File: config.mk
export PLATFORM = sky130hd
export DESIGN_NAME = soft_trap_status
export DESIGN_NICKNAME = d
export VERILOG_FILES = /design/src/pkg/trap_status_pkg.sv /design/src/hw/soft_trap_status.sv
export SDC_FILE = /design/constraint.sdc
export NUM_CORES = 1
export LEC_CHECK = 0
export ABC_AREA = 1
export ABC_CLOCK_PERIOD_IN_PS = 1500
export BUFFER_PORTS_ARGS = -buffer_cell sky130_fd_sc_hd__buf_4
export CORE_MARGIN = 2
export CORE_UTILIZATION = 39
export DETAILED_ROUTE_END_ITERATION = 7
export GPL_ROUTABILITY_DRIVEN = 0
export PLACE_DENSITY = 0.88
export SYNTH_ARGS = -nofsm -noshare
export SYNTH_HDL_FRONTEND = slang
export SYNTH_SLANG_ARGS = --single-unit
export TNS_END_PERCENT = 10
File: constraint.sdc
create_clock -name mclk -period 1.5 [get_ports mclk]
set_input_delay 0.225 -clock mclk [delete_from_list [all_inputs] [get_ports mclk]]
set_output_delay 0.225 -clock mclk [all_outputs]
set_load 0.02 [all_outputs]
File: src/pkg/trap_status_pkg.sv
package trap_status_pkg;

	// =====================================================
	// Register map (byte addresses, one word each)
	localparam logic [7:0] SOFT_TRAP_FLAGS_OFS = 8'h00;
	localparam logic [7:0] HARD_TRAP_FLAGS_OFS = 8'h04;
	localparam logic [7:0] VECTOR_STATUS_OFS = 8'h08;
	localparam logic [7:0] VECTOR_CTRL_OFS = 8'h0C;

	// =====================================================
	// Soft trap flag positions
	localparam int NET_ADDR_FAULT_BIT = 9;
	localparam int NVM_ADDR_FAULT_BIT = 8;
	localparam int DMA_ADDR_FAULT_BIT = 5;
	localparam int LOOP_OVERFLOW_BIT = 4;
	localparam int AUX_LOCK_LOSS_BIT = 0;
	localparam logic [15:0] SOFT_IMPL_MASK = 16'h0331;

	// =====================================================
	// Hard trap flag positions
	localparam int ECC_DOUBLE_BIT = 1;
	localparam int SOFT_MADE_HARD_BIT = 0;
	localparam logic [15:0] HARD_IMPL_MASK = 16'h0003;

	// =====================================================
	// Vector status layout
	localparam int LIVE_SELECT_BIT = 13;
	localparam int LEVEL_LSB = 8;
	localparam int CTRL_LIVE_BIT = 0;
	localparam logic [15:0] FLAGS_RESET = 16'h0000;
	localparam logic [7:0] VECTOR_RESET = 8'h00;
	localparam logic [3:0] LEVEL_RESET = 4'h0;

	// =====================================================
	// Vector codes; 5, 7 and 255 are never produced
	localparam logic [7:0] VEC_OSC_FAIL = 8'h00;
	localparam logic [7:0] VEC_ADDR_ERR = 8'h01;
	localparam logic [7:0] VEC_HARD_TRAP = 8'h02;
	localparam logic [7:0] VEC_STACK_ERR = 8'h03;
	localparam logic [7:0] VEC_MATH_ERR = 8'h04;
	localparam logic [7:0] VEC_SOFT_TRAP = 8'h06;
	localparam logic [7:0] VEC_IRQ_BASE = 8'h08;
	localparam logic [7:0] VEC_RSVD_A = 8'h05;
	localparam logic [7:0] VEC_RSVD_B = 8'h07;
	localparam logic [7:0] VEC_RSVD_C = 8'hFF;
	localparam int IRQ_COUNT = 16;

endpackage

File: src/hw/soft_trap_status.sv
// Design decisions made here: the placing of the registers and register access over APB.
`timescale 1ns/100ps

// Functional notes
// Network controller address error sets soft flag bit 9.
// Memory address error sets soft flag bit 8.
// DMA address error sets soft flag bit 5.
// Loop stack overflow sets soft flag bit 4.
// Auxiliary clock lock loss sets soft flag bit 0.
// Soft register bits 15-10, 7-6, 3-1 read zero, ignore writes.
// ECC double-bit error sets hard flag bit 1.
// Software generated hard trap sets hard flag bit 0.
// Hard register bits 15-2 read zero.
// Live select high: vector field shows encoder output continuously.
// Live select low: vector latched at each acknowledge, held until next.
// Bits 11-8 of status report new priority level 0 to 15.
// Codes: 0 osc, 1 addr, 2 hard, 3 stack, 4 math, 6 soft, 8+ irq.
// Codes 5, 7 and 255 are never produced.
// Flags stay set until software writes zero to them.
// Status register reads zero after reset; writes do not change it.
module soft_trap_status
(
	input wire logic mclk,
	input wire logic rst,
	input wire logic psel,
	input wire logic penable,
	input wire logic pwrite,
	input wire logic [7:0] paddr,
	input wire logic [31:0] pwdata,
	output logic [31:0] prdata,
	output logic pready,
	output logic pslverr,
	input wire logic netAddrFault,
	input wire logic nvmAddrFault,
	input wire logic dmaAddrFault,
	input wire logic loopStackOverflow,
	input wire logic auxClockLockLoss,
	input wire logic eccDoubleError,
	input wire logic softHardTrap,
	input wire logic oscFailReq,
	input wire logic addrErrReq,
	input wire logic stackErrReq,
	input wire logic mathErrReq,
	input wire logic [15:0] irqPending,
	input wire logic interruptAcknowledge,
	input wire logic [3:0] ackLevel,
	output logic [7:0] encodedVector,
	output logic vectorPending
);

	// =====================================================
	// Bus decode
	logic setupRead;
	logic accessWrite;
	logic hitSoft;
	logic hitHard;
	logic hitStatus;
	logic hitCtrl;
	logic hitAny;

	always_comb
	begin
		hitSoft = (paddr == trap_status_pkg::SOFT_TRAP_FLAGS_OFS);
		hitHard = (paddr == trap_status_pkg::HARD_TRAP_FLAGS_OFS);
		hitStatus = (paddr == trap_status_pkg::VECTOR_STATUS_OFS);
		hitCtrl = (paddr == trap_status_pkg::VECTOR_CTRL_OFS);
		hitAny = hitSoft | hitHard | hitStatus | hitCtrl;
		setupRead = psel & ~penable & ~pwrite;
		accessWrite = psel & penable & pwrite & hitAny;
		// Zero wait states; unmapped words answer with an error
		pready = psel & penable;
		pslverr = psel & penable & ~hitAny;
	end

	// =====================================================
	// Trap flags
	logic [15:0] softFlags_q;
	logic [15:0] softFlags_d;
	logic [15:0] hardFlags_q;
	logic [15:0] hardFlags_d;
	logic [15:0] softEvents;
	logic [15:0] hardEvents;

	always_comb
	begin
		softEvents = 16'h0000;
		softEvents[trap_status_pkg::NET_ADDR_FAULT_BIT] = netAddrFault;
		softEvents[trap_status_pkg::NVM_ADDR_FAULT_BIT] = nvmAddrFault;
		softEvents[trap_status_pkg::DMA_ADDR_FAULT_BIT] = dmaAddrFault;
		softEvents[trap_status_pkg::LOOP_OVERFLOW_BIT] = loopStackOverflow;
		softEvents[trap_status_pkg::AUX_LOCK_LOSS_BIT] = auxClockLockLoss;
		hardEvents = 16'h0000;
		hardEvents[trap_status_pkg::ECC_DOUBLE_BIT] = eccDoubleError;
		hardEvents[trap_status_pkg::SOFT_MADE_HARD_BIT] = softHardTrap;
		softFlags_d = softFlags_q;
		hardFlags_d = hardFlags_q;
		// Writing zero clears, writing one keeps; a same-cycle event still sets
		if (accessWrite && hitSoft)
		begin
			softFlags_d = softFlags_q & pwdata[15:0];
		end
		if (accessWrite && hitHard)
		begin
			hardFlags_d = hardFlags_q & pwdata[15:0];
		end
		softFlags_d = (softFlags_d | softEvents) & trap_status_pkg::SOFT_IMPL_MASK;
		hardFlags_d = (hardFlags_d | hardEvents) & trap_status_pkg::HARD_IMPL_MASK;
	end

	always_ff @(posedge mclk or posedge rst)
	begin
		if (rst)
		begin
			softFlags_q <= trap_status_pkg::FLAGS_RESET;
			hardFlags_q <= trap_status_pkg::FLAGS_RESET;
		end
		else
		begin
			softFlags_q <= softFlags_d;
			hardFlags_q <= hardFlags_d;
		end
	end

	// =====================================================
	// Vector encoding tree
	// Lowest code wins; any flag raises the generic soft or hard trap
	logic [7:0] encVec;
	logic encValid;

	always_comb
	begin
		encVec = trap_status_pkg::VECTOR_RESET;
		encValid = 1'b1;
		if (oscFailReq)
		begin
			encVec = trap_status_pkg::VEC_OSC_FAIL;
		end
		else if (addrErrReq)
		begin
			encVec = trap_status_pkg::VEC_ADDR_ERR;
		end
		else if (|hardFlags_q)
		begin
			encVec = trap_status_pkg::VEC_HARD_TRAP;
		end
		else if (stackErrReq)
		begin
			encVec = trap_status_pkg::VEC_STACK_ERR;
		end
		else if (mathErrReq)
		begin
			encVec = trap_status_pkg::VEC_MATH_ERR;
		end
		else if (|softFlags_q)
		begin
			encVec = trap_status_pkg::VEC_SOFT_TRAP;
		end
		else
		begin
			encValid = 1'b0;
			// Highest index first so the lowest wins; tops out at 23, never 255
			for (int i = trap_status_pkg::IRQ_COUNT - 1; i >= 0; i--)
			begin
				if (irqPending[i])
				begin
					encVec = trap_status_pkg::VEC_IRQ_BASE + 8'(i);
					encValid = 1'b1;
				end
			end
		end
	end

	// =====================================================
	// Acknowledge capture and live select
	logic liveSelect_q;
	logic liveSelect_d;
	logic [7:0] heldVector_q;
	logic [7:0] heldVector_d;
	logic [3:0] newLevel_q;
	logic [3:0] newLevel_d;
	logic [7:0] shownVector;

	always_comb
	begin
		liveSelect_d = liveSelect_q;
		heldVector_d = heldVector_q;
		newLevel_d = newLevel_q;
		if (accessWrite && hitCtrl)
		begin
			liveSelect_d = pwdata[trap_status_pkg::CTRL_LIVE_BIT];
		end
		if (interruptAcknowledge)
		begin
			heldVector_d = encVec;
			newLevel_d = ackLevel;
		end
		shownVector = liveSelect_q ? encVec : heldVector_q;
	end

	always_ff @(posedge mclk or posedge rst)
	begin
		if (rst)
		begin
			liveSelect_q <= 1'b0;
			heldVector_q <= trap_status_pkg::VECTOR_RESET;
			newLevel_q <= trap_status_pkg::LEVEL_RESET;
		end
		else
		begin
			liveSelect_q <= liveSelect_d;
			heldVector_q <= heldVector_d;
			newLevel_q <= newLevel_d;
		end
	end

	// =====================================================
	// Read data, loaded in the setup phase so it stands through access
	logic [31:0] prdata_q;
	logic [31:0] prdata_d;
	logic [15:0] statusWord;

	always_comb
	begin
		statusWord = 16'h0000;
		statusWord[trap_status_pkg::LIVE_SELECT_BIT] = liveSelect_q;
		statusWord[trap_status_pkg::LEVEL_LSB +: 4] = newLevel_q;
		statusWord[7:0] = shownVector;
		prdata_d = prdata_q;
		if (setupRead)
		begin
			prdata_d = 32'h0000_0000;
			if (hitSoft)
			begin
				prdata_d[15:0] = softFlags_q;
			end
			else if (hitHard)
			begin
				prdata_d[15:0] = hardFlags_q;
			end
			else if (hitStatus)
			begin
				prdata_d[15:0] = statusWord;
			end
			else if (hitCtrl)
			begin
				prdata_d[trap_status_pkg::CTRL_LIVE_BIT] = liveSelect_q;
			end
		end
	end

	always_ff @(posedge mclk or posedge rst)
	begin
		if (rst)
		begin
			prdata_q <= 32'h0000_0000;
			encodedVector <= trap_status_pkg::VECTOR_RESET;
			vectorPending <= 1'b0;
		end
		else
		begin
			prdata_q <= prdata_d;
			encodedVector <= encVec;
			vectorPending <= encValid;
		end
	end

	assign prdata = prdata_q;
endmodule

=== After elaboration in Yosys (flattened, before gate mapping) ===
Index checks and enable logic that the tools add are counted.

* Memories kept: 0
* Memory bits (read-only): 0
* Register bits after elaboration: 45
* Bits in writable memories: 0
* Latch bits: 0

* $lt $le $gt $ge: 0
* Bitwise operators: 16
* $add $sub $neg: 0
* Shift-type cells: 0
* Equal/unequal tests: 3
* Div/mod/pow operators: 0
* Multipliers: 0
* Reductions and logical operators: 6
* Mux-type cells: 52

{| class="wikitable"
|+ Operators with widths
! operator !! number
|-
| two-way mux 8 bit || 22
|-
| two-way mux 14 bit || 2
|-
| two-way mux 1 bit || 24
|-
| == test 8 x 4 -> 1 bit, second input constant || 2
|-
| two-way mux 13 bit || 1
|-
| bitwise AND 10 bit || 1
|-
| two-way mux 10 bit || 1
|-
| bitwise OR 10 bit || 1
|-
| == test 8 x 3 -> 1 bit, second input constant || 1
|-
| zero test 8 bit || 1
|-
| bitwise AND 1 bit || 6
|-
| two-way mux 5 bit || 1
|-
| OR reduction 5 bit || 1
|-
| logical AND 1 bit || 3
|-
| NOT 1 bit || 3
|-
| bitwise OR 1 bit || 3
|-
| bitwise AND 2 bit || 1
|-
| two-way mux 2 bit || 1
|-
| bitwise OR 2 bit || 1
|-
| OR reduction 2 bit || 1
|}

=== Logic depth before layout (Yosys ltp) ===
* Depth after elaboration: 26
* Gate-level depth with buffers: 25
* Mapped depth without buffers: 25

=== Worst setup path after synthesis ===
Ideal clock, no wire load.

* Path type: register to register
* Start point: register softFlags_q[0]
* End point: register prdata_q[4], in the netlist prdata[4]
* Period minus slack after synthesis: 1423 ps
* Library setup time: 80 ps
* Data arrival time: 1344 ps
* Stages on the path, launching flop included: 10
* Buffers on the path: 0
* Path slack: 77 ps
* Cell sequence: dfrtp_1 -> nor3_1 -> nand3_1 -> nor2_1 -> nand2_1 -> nor3_1 -> nand2_1 -> nand2_1 -> o211ai_1 -> a2bb2oi_1

* Longest elaborated chain between the ends: 11

{| class="wikitable"
|+ RTL lines
! element !! RTL line !! text
|-
| from (decl) || soft_trap_status.sv:77 || <nowiki>logic [15:0] softFlags_q;</nowiki>
|-
| from (signal assigned) || soft_trap_status.sv:114 || <nowiki>softFlags_q <= trap_status_pkg::FLAGS_RESET;</nowiki>
|-
| from (signal assigned) || soft_trap_status.sv:119 || <nowiki>softFlags_q <= softFlags_d;</nowiki>
|-
| OR reduction 5 bit || soft_trap_status.sv:154 || <nowiki>else if (|softFlags_q)</nowiki>
|-
| two-way mux 8 bit || soft_trap_status.sv:154 ||
|-
| two-way mux 8 bit || soft_trap_status.sv:150 || <nowiki>else if (mathErrReq)</nowiki>
|-
| two-way mux 8 bit || soft_trap_status.sv:146 || <nowiki>else if (stackErrReq)</nowiki>
|-
| two-way mux 8 bit || soft_trap_status.sv:142 || <nowiki>else if (|hardFlags_q)</nowiki>
|-
| two-way mux 8 bit || soft_trap_status.sv:138 || <nowiki>else if (addrErrReq)</nowiki>
|-
| two-way mux 8 bit || soft_trap_status.sv:134 || <nowiki>if (oscFailReq)</nowiki>
|-
| two-way mux 8 bit || soft_trap_status.sv:197 || <nowiki>shownVector = liveSelect_q ? encVec : heldVector_q;</nowiki>
|-
| two-way mux 13 bit || soft_trap_status.sv:240 || <nowiki>else if (hitStatus)</nowiki>
|-
| two-way mux 14 bit || soft_trap_status.sv:236 || <nowiki>else if (hitHard)</nowiki>
|-
| two-way mux 14 bit || soft_trap_status.sv:232 || <nowiki>if (hitSoft)</nowiki>
|-
| to (signal assigned) || soft_trap_status.sv:261 || <nowiki>prdata_q <= prdata_d;</nowiki>
|-
| to (decl) || soft_trap_status.sv:218 || <nowiki>logic [31:0] prdata_q;</nowiki>
|}

No other way between the ends.
A chain may end at the register's enable or synchronous reset.

=== Final worst setup path ===
Same ends and word-level chain as after synthesis.

==> flow_metrics.env <==
export IMPL_status="finished with violations"
export IMPL_violations="setup timing"
export IMPL_start_util_pct=40.9
export IMPL_clk_path_buf_depth=2
export IMPL_pwr_share_seq_pct=40.8
export IMPL_cts_buffers=5
export IMPL_dp_hpwl_um=3620
export IMPL_setup_viol=2
export IMPL_p_comb_share_pct=14.2
export IMPL_die_h_um=74.7
export IMPL_ant_nets=0
export IMPL_nets=428
export IMPL_criticalPathCategory="flip-flop to flip-flop"
export IMPL_nFillCells=460
export IMPL_grt_util_met3_pct=5.62
export IMPL_place_area_mm2=0.00259
export IMPL_use_met2_pct=30.5
export IMPL_die_x_um=74.7
export IMPL_port_buffers=69
export IMPL_diodes=0
export IMPL_areaGrowthSynthToFinish_pct=42.4
export IMPL_row_count=25
export IMPL_final_max_slew_viol_count=0
export IMPL_routedWlPerCell_um=10.8
export IMPL_p_int_mw=1.79
export IMPL_drc_errors=0
export IMPL_crit_arrival_ns=1.81
export IMPL_max_clock_freq_mhz=624
export IMPL_avgSynthCellArea_um2=7.58
export IMPL_critPathMaxFanout=3
export IMPL_min_period_ns=1.60
export IMPL_grt_pass1_vias=1744
export IMPL_dp_cells=410
export IMPL_cap_violations=0
export IMPL_clockRootBuffer="clkbuf_8"
export IMPL_power_leakage_nw=1.58
export IMPL_layoutNonFillerInstCount=419
export IMPL_synth_area_mm2=0.00195
export IMPL_ys_seq_elements=34
export IMPL_htree_levels=2
export IMPL_antenna_found_initial=0
export IMPL_clk_pin_slew_worst_paths_ns=0.07
export IMPL_design_area_mm2=0.00277
export IMPL_busiest_layer="met2"
export IMPL_p_switching_mw=0.533
export IMPL_rsz0062_at_grt="yes"
export IMPL_gr_total_overflow=0
export IMPL_synth_distinct_cells=25
export IMPL_via_per_inst=4.31
export IMPL_setup_ws_ns=-0.102
export IMPL_irDropWorstVdd_v=0.000730
export IMPL_cts_tree="yes"
export IMPL_drt_pass1_iter_count=4
export IMPL_vias=1807
export IMPL_clk_latency_ns=0.29
export IMPL_power_density_mw_per_mm2=838
export IMPL_ff_latch_area_um2=851
export IMPL_hold_path_class="input pin to asynchronous set/reset pin"
export IMPL_clkPwrFrac_pct=45.0
export IMPL_endpoint_kind="flip-flop"
export IMPL_ys_seq_area_share_pct=43.7
export IMPL_ys_warn_count=0
export IMPL_hold_slack_ns=0.0296
export IMPL_grt_use_total_pct=16.7
export IMPL_worstPathRequired_ns=1.71
export IMPL_cts_sinks=34
export IMPL_drtIter0Drc=76
export IMPL_timing_hold_violations_final=0
export IMPL_swShare_pct=23.0
export IMPL_ioPinCount=120
export IMPL_period_share_pct=107
export IMPL_cp_start_kind="flip-flop"
export IMPL_coreArea_mm2=0.00475
export IMPL_drive_gt1_share_pct=31.5
export IMPL_syn_inst=257
export IMPL_use_met1_pct=18.9
export IMPL_multiInputGateArea_um2=838
export IMPL_grt_max_degree=35
export IMPL_grt_pass1_wl_um=7170
export IMPL_postRouteWirelength_um=4520
export IMPL_dp_slack_ns=-0.217
export IMPL_finClkSkew_ns=0.00516
export IMPL_die_area_mm2=0.00557
## kinds of logic (layout without fill, tap and decap cells)
group | count (synthesis) | count (layout) | share of synthesized area, %
AND/OR/NAND/NOR | 112 | 112 | 25.6
buffers and inverters | 73 | 145 | 19.1
AO/OA/AOI/OAI | 37 | 37 | 11.4
flip-flops | 34 | 34 | 43.7
other | 1 | 24 | 0.193
## flip-flops by register name, summed over array words and instances (netlist names)
name and count:
hardFlags_q 2, prdata 11, vectorPending 1, heldVector_q 5, liveSelect_q 1, newLevel_q 4, softFlags_q 5, encodedVector 5
## path summary, 6_finish.rpt
path	start	to	slack, ns	cells after the start
worst max-delay path	softFlags_q[0]$_DFF_PP0_	prdata[4]$_DFFE_PP0P_	-0.10	9
worst min register to register	prdata[3]$_DFFE_PP0P_	prdata[3]$_DFFE_PP0P_	0.49	2
worst max register to register	softFlags_q[0]$_DFF_PP0_	prdata[4]$_DFFE_PP0P_	-0.10	9
min in group mclk	loopStackOverflow	softFlags_q[4]$_DFF_PP0_	0.12	3
worst min-delay path	rst	encodedVector[2]$_DFF_PP0_	0.03	3
max in group asynchronous	rst	liveSelect_q$_DFFE_PP0P_	1.17	3
## layer usage
layer / wire length [um] / vias up
met1: 1830 / 812
met2: 2290 / 59
met3: 367 / 3
met5: 0 / -
li1: - / 933
met4: 29 / 0
## cell usage in the layout (no fill, tap or decap)
cell        n
nand2_2     1
o21ai_1     2
buf_4      91
nor2_1     21
a2bb2oi_1   1
nor2_2      1
a21oi_1     6
clkbuf_8    6
o221ai_1    2
nor3_2      4
nand3_2     1
nor4_1      2
nor4_2      2
o211ai_1    1
bufinv_16   2
nor4_4      2
o21a_1      2
nor3_1      2
nand3_1     6
or2_1       1
o21bai_1    6
o31ai_1     1
dfrtp_1    34
nand2_1    69
inv_1      45
inv_2       1
conb_1     24
o21ai_0    16
## power groups by stage
stage	Sequential [mW]	Clock, mW	Combinational, mW
5_1_grt	0.950	1.11	0.365
3_5_place_dp	0.965	0	0.329
6_report	0.949	1.04	0.330
4_1_cts	0.949	1.06	0.331
2_1_floorplan	0.974	0	0.202
3_3_place_gp	0.965	0	0.318
## repair_timing
item                                   in CTS  in global routing
buffers inserted                            0                  1
setup endpoints to repair                  10                 11
endpoints found under the hold margin       0                  0
pin swaps                                   3                  2
gates resized for setup                     3                  4
hold buffers                                0                  0
## layout make-up
type / instances / area share, %
Tap cell: 67 / 3.02
Multi-Input combinational cell: 173 / 30.2
Timing Repair Buffer: 91 / 24.7
Clock buffer: 6 / 2.98
Inverter: 46 / 6.23
Clock inverter: 2 / 2.17
Sequential cell: 34 / 30.7
## synthesized netlist by cell type, drive strengths merged
cell,number,area (um2)
o21a,2,15.0
inv,46,173
o21ai,18,90.1
a2bb2oi,1,8.76
o21bai,6,45.0
a21oi,6,30.0
nor4,6,80.1
nor3,6,30.0
dfrtp,34,851
nor2,22,82.6
nand3,7,35.0
nand2,70,265
buf,25,191
o211ai,1,7.51
clkbuf,2,7.51
or2,1,6.26
conb,1,3.75
o221ai,2,17.5
o31ai,1,7.51
## through the flow
stage	power, mW	util, %	TNS (ns)
finish	2.32	58.3	-0.171
global route	2.42	58.3	-1.12
detailed placement	1.29	54.6	-1.47
global placement	1.28	54.6	-0.615
CTS	2.34	57.9	-0.250
floorplan	1.18	-	0
## worst max-delay path: stages, from the launching register on
cell and delay, ns:
dfrtp_1 0.39, nor3_2 0.19, nand3_2 0.11, nor2_1 0.15, nand2_1 0.10, nor3_2 0.14
nand2_1 0.12, nand2_1 0.07, o211ai_1 0.10, a2bb2oi_1 0.16
Power figures use the tool's default switching activity.
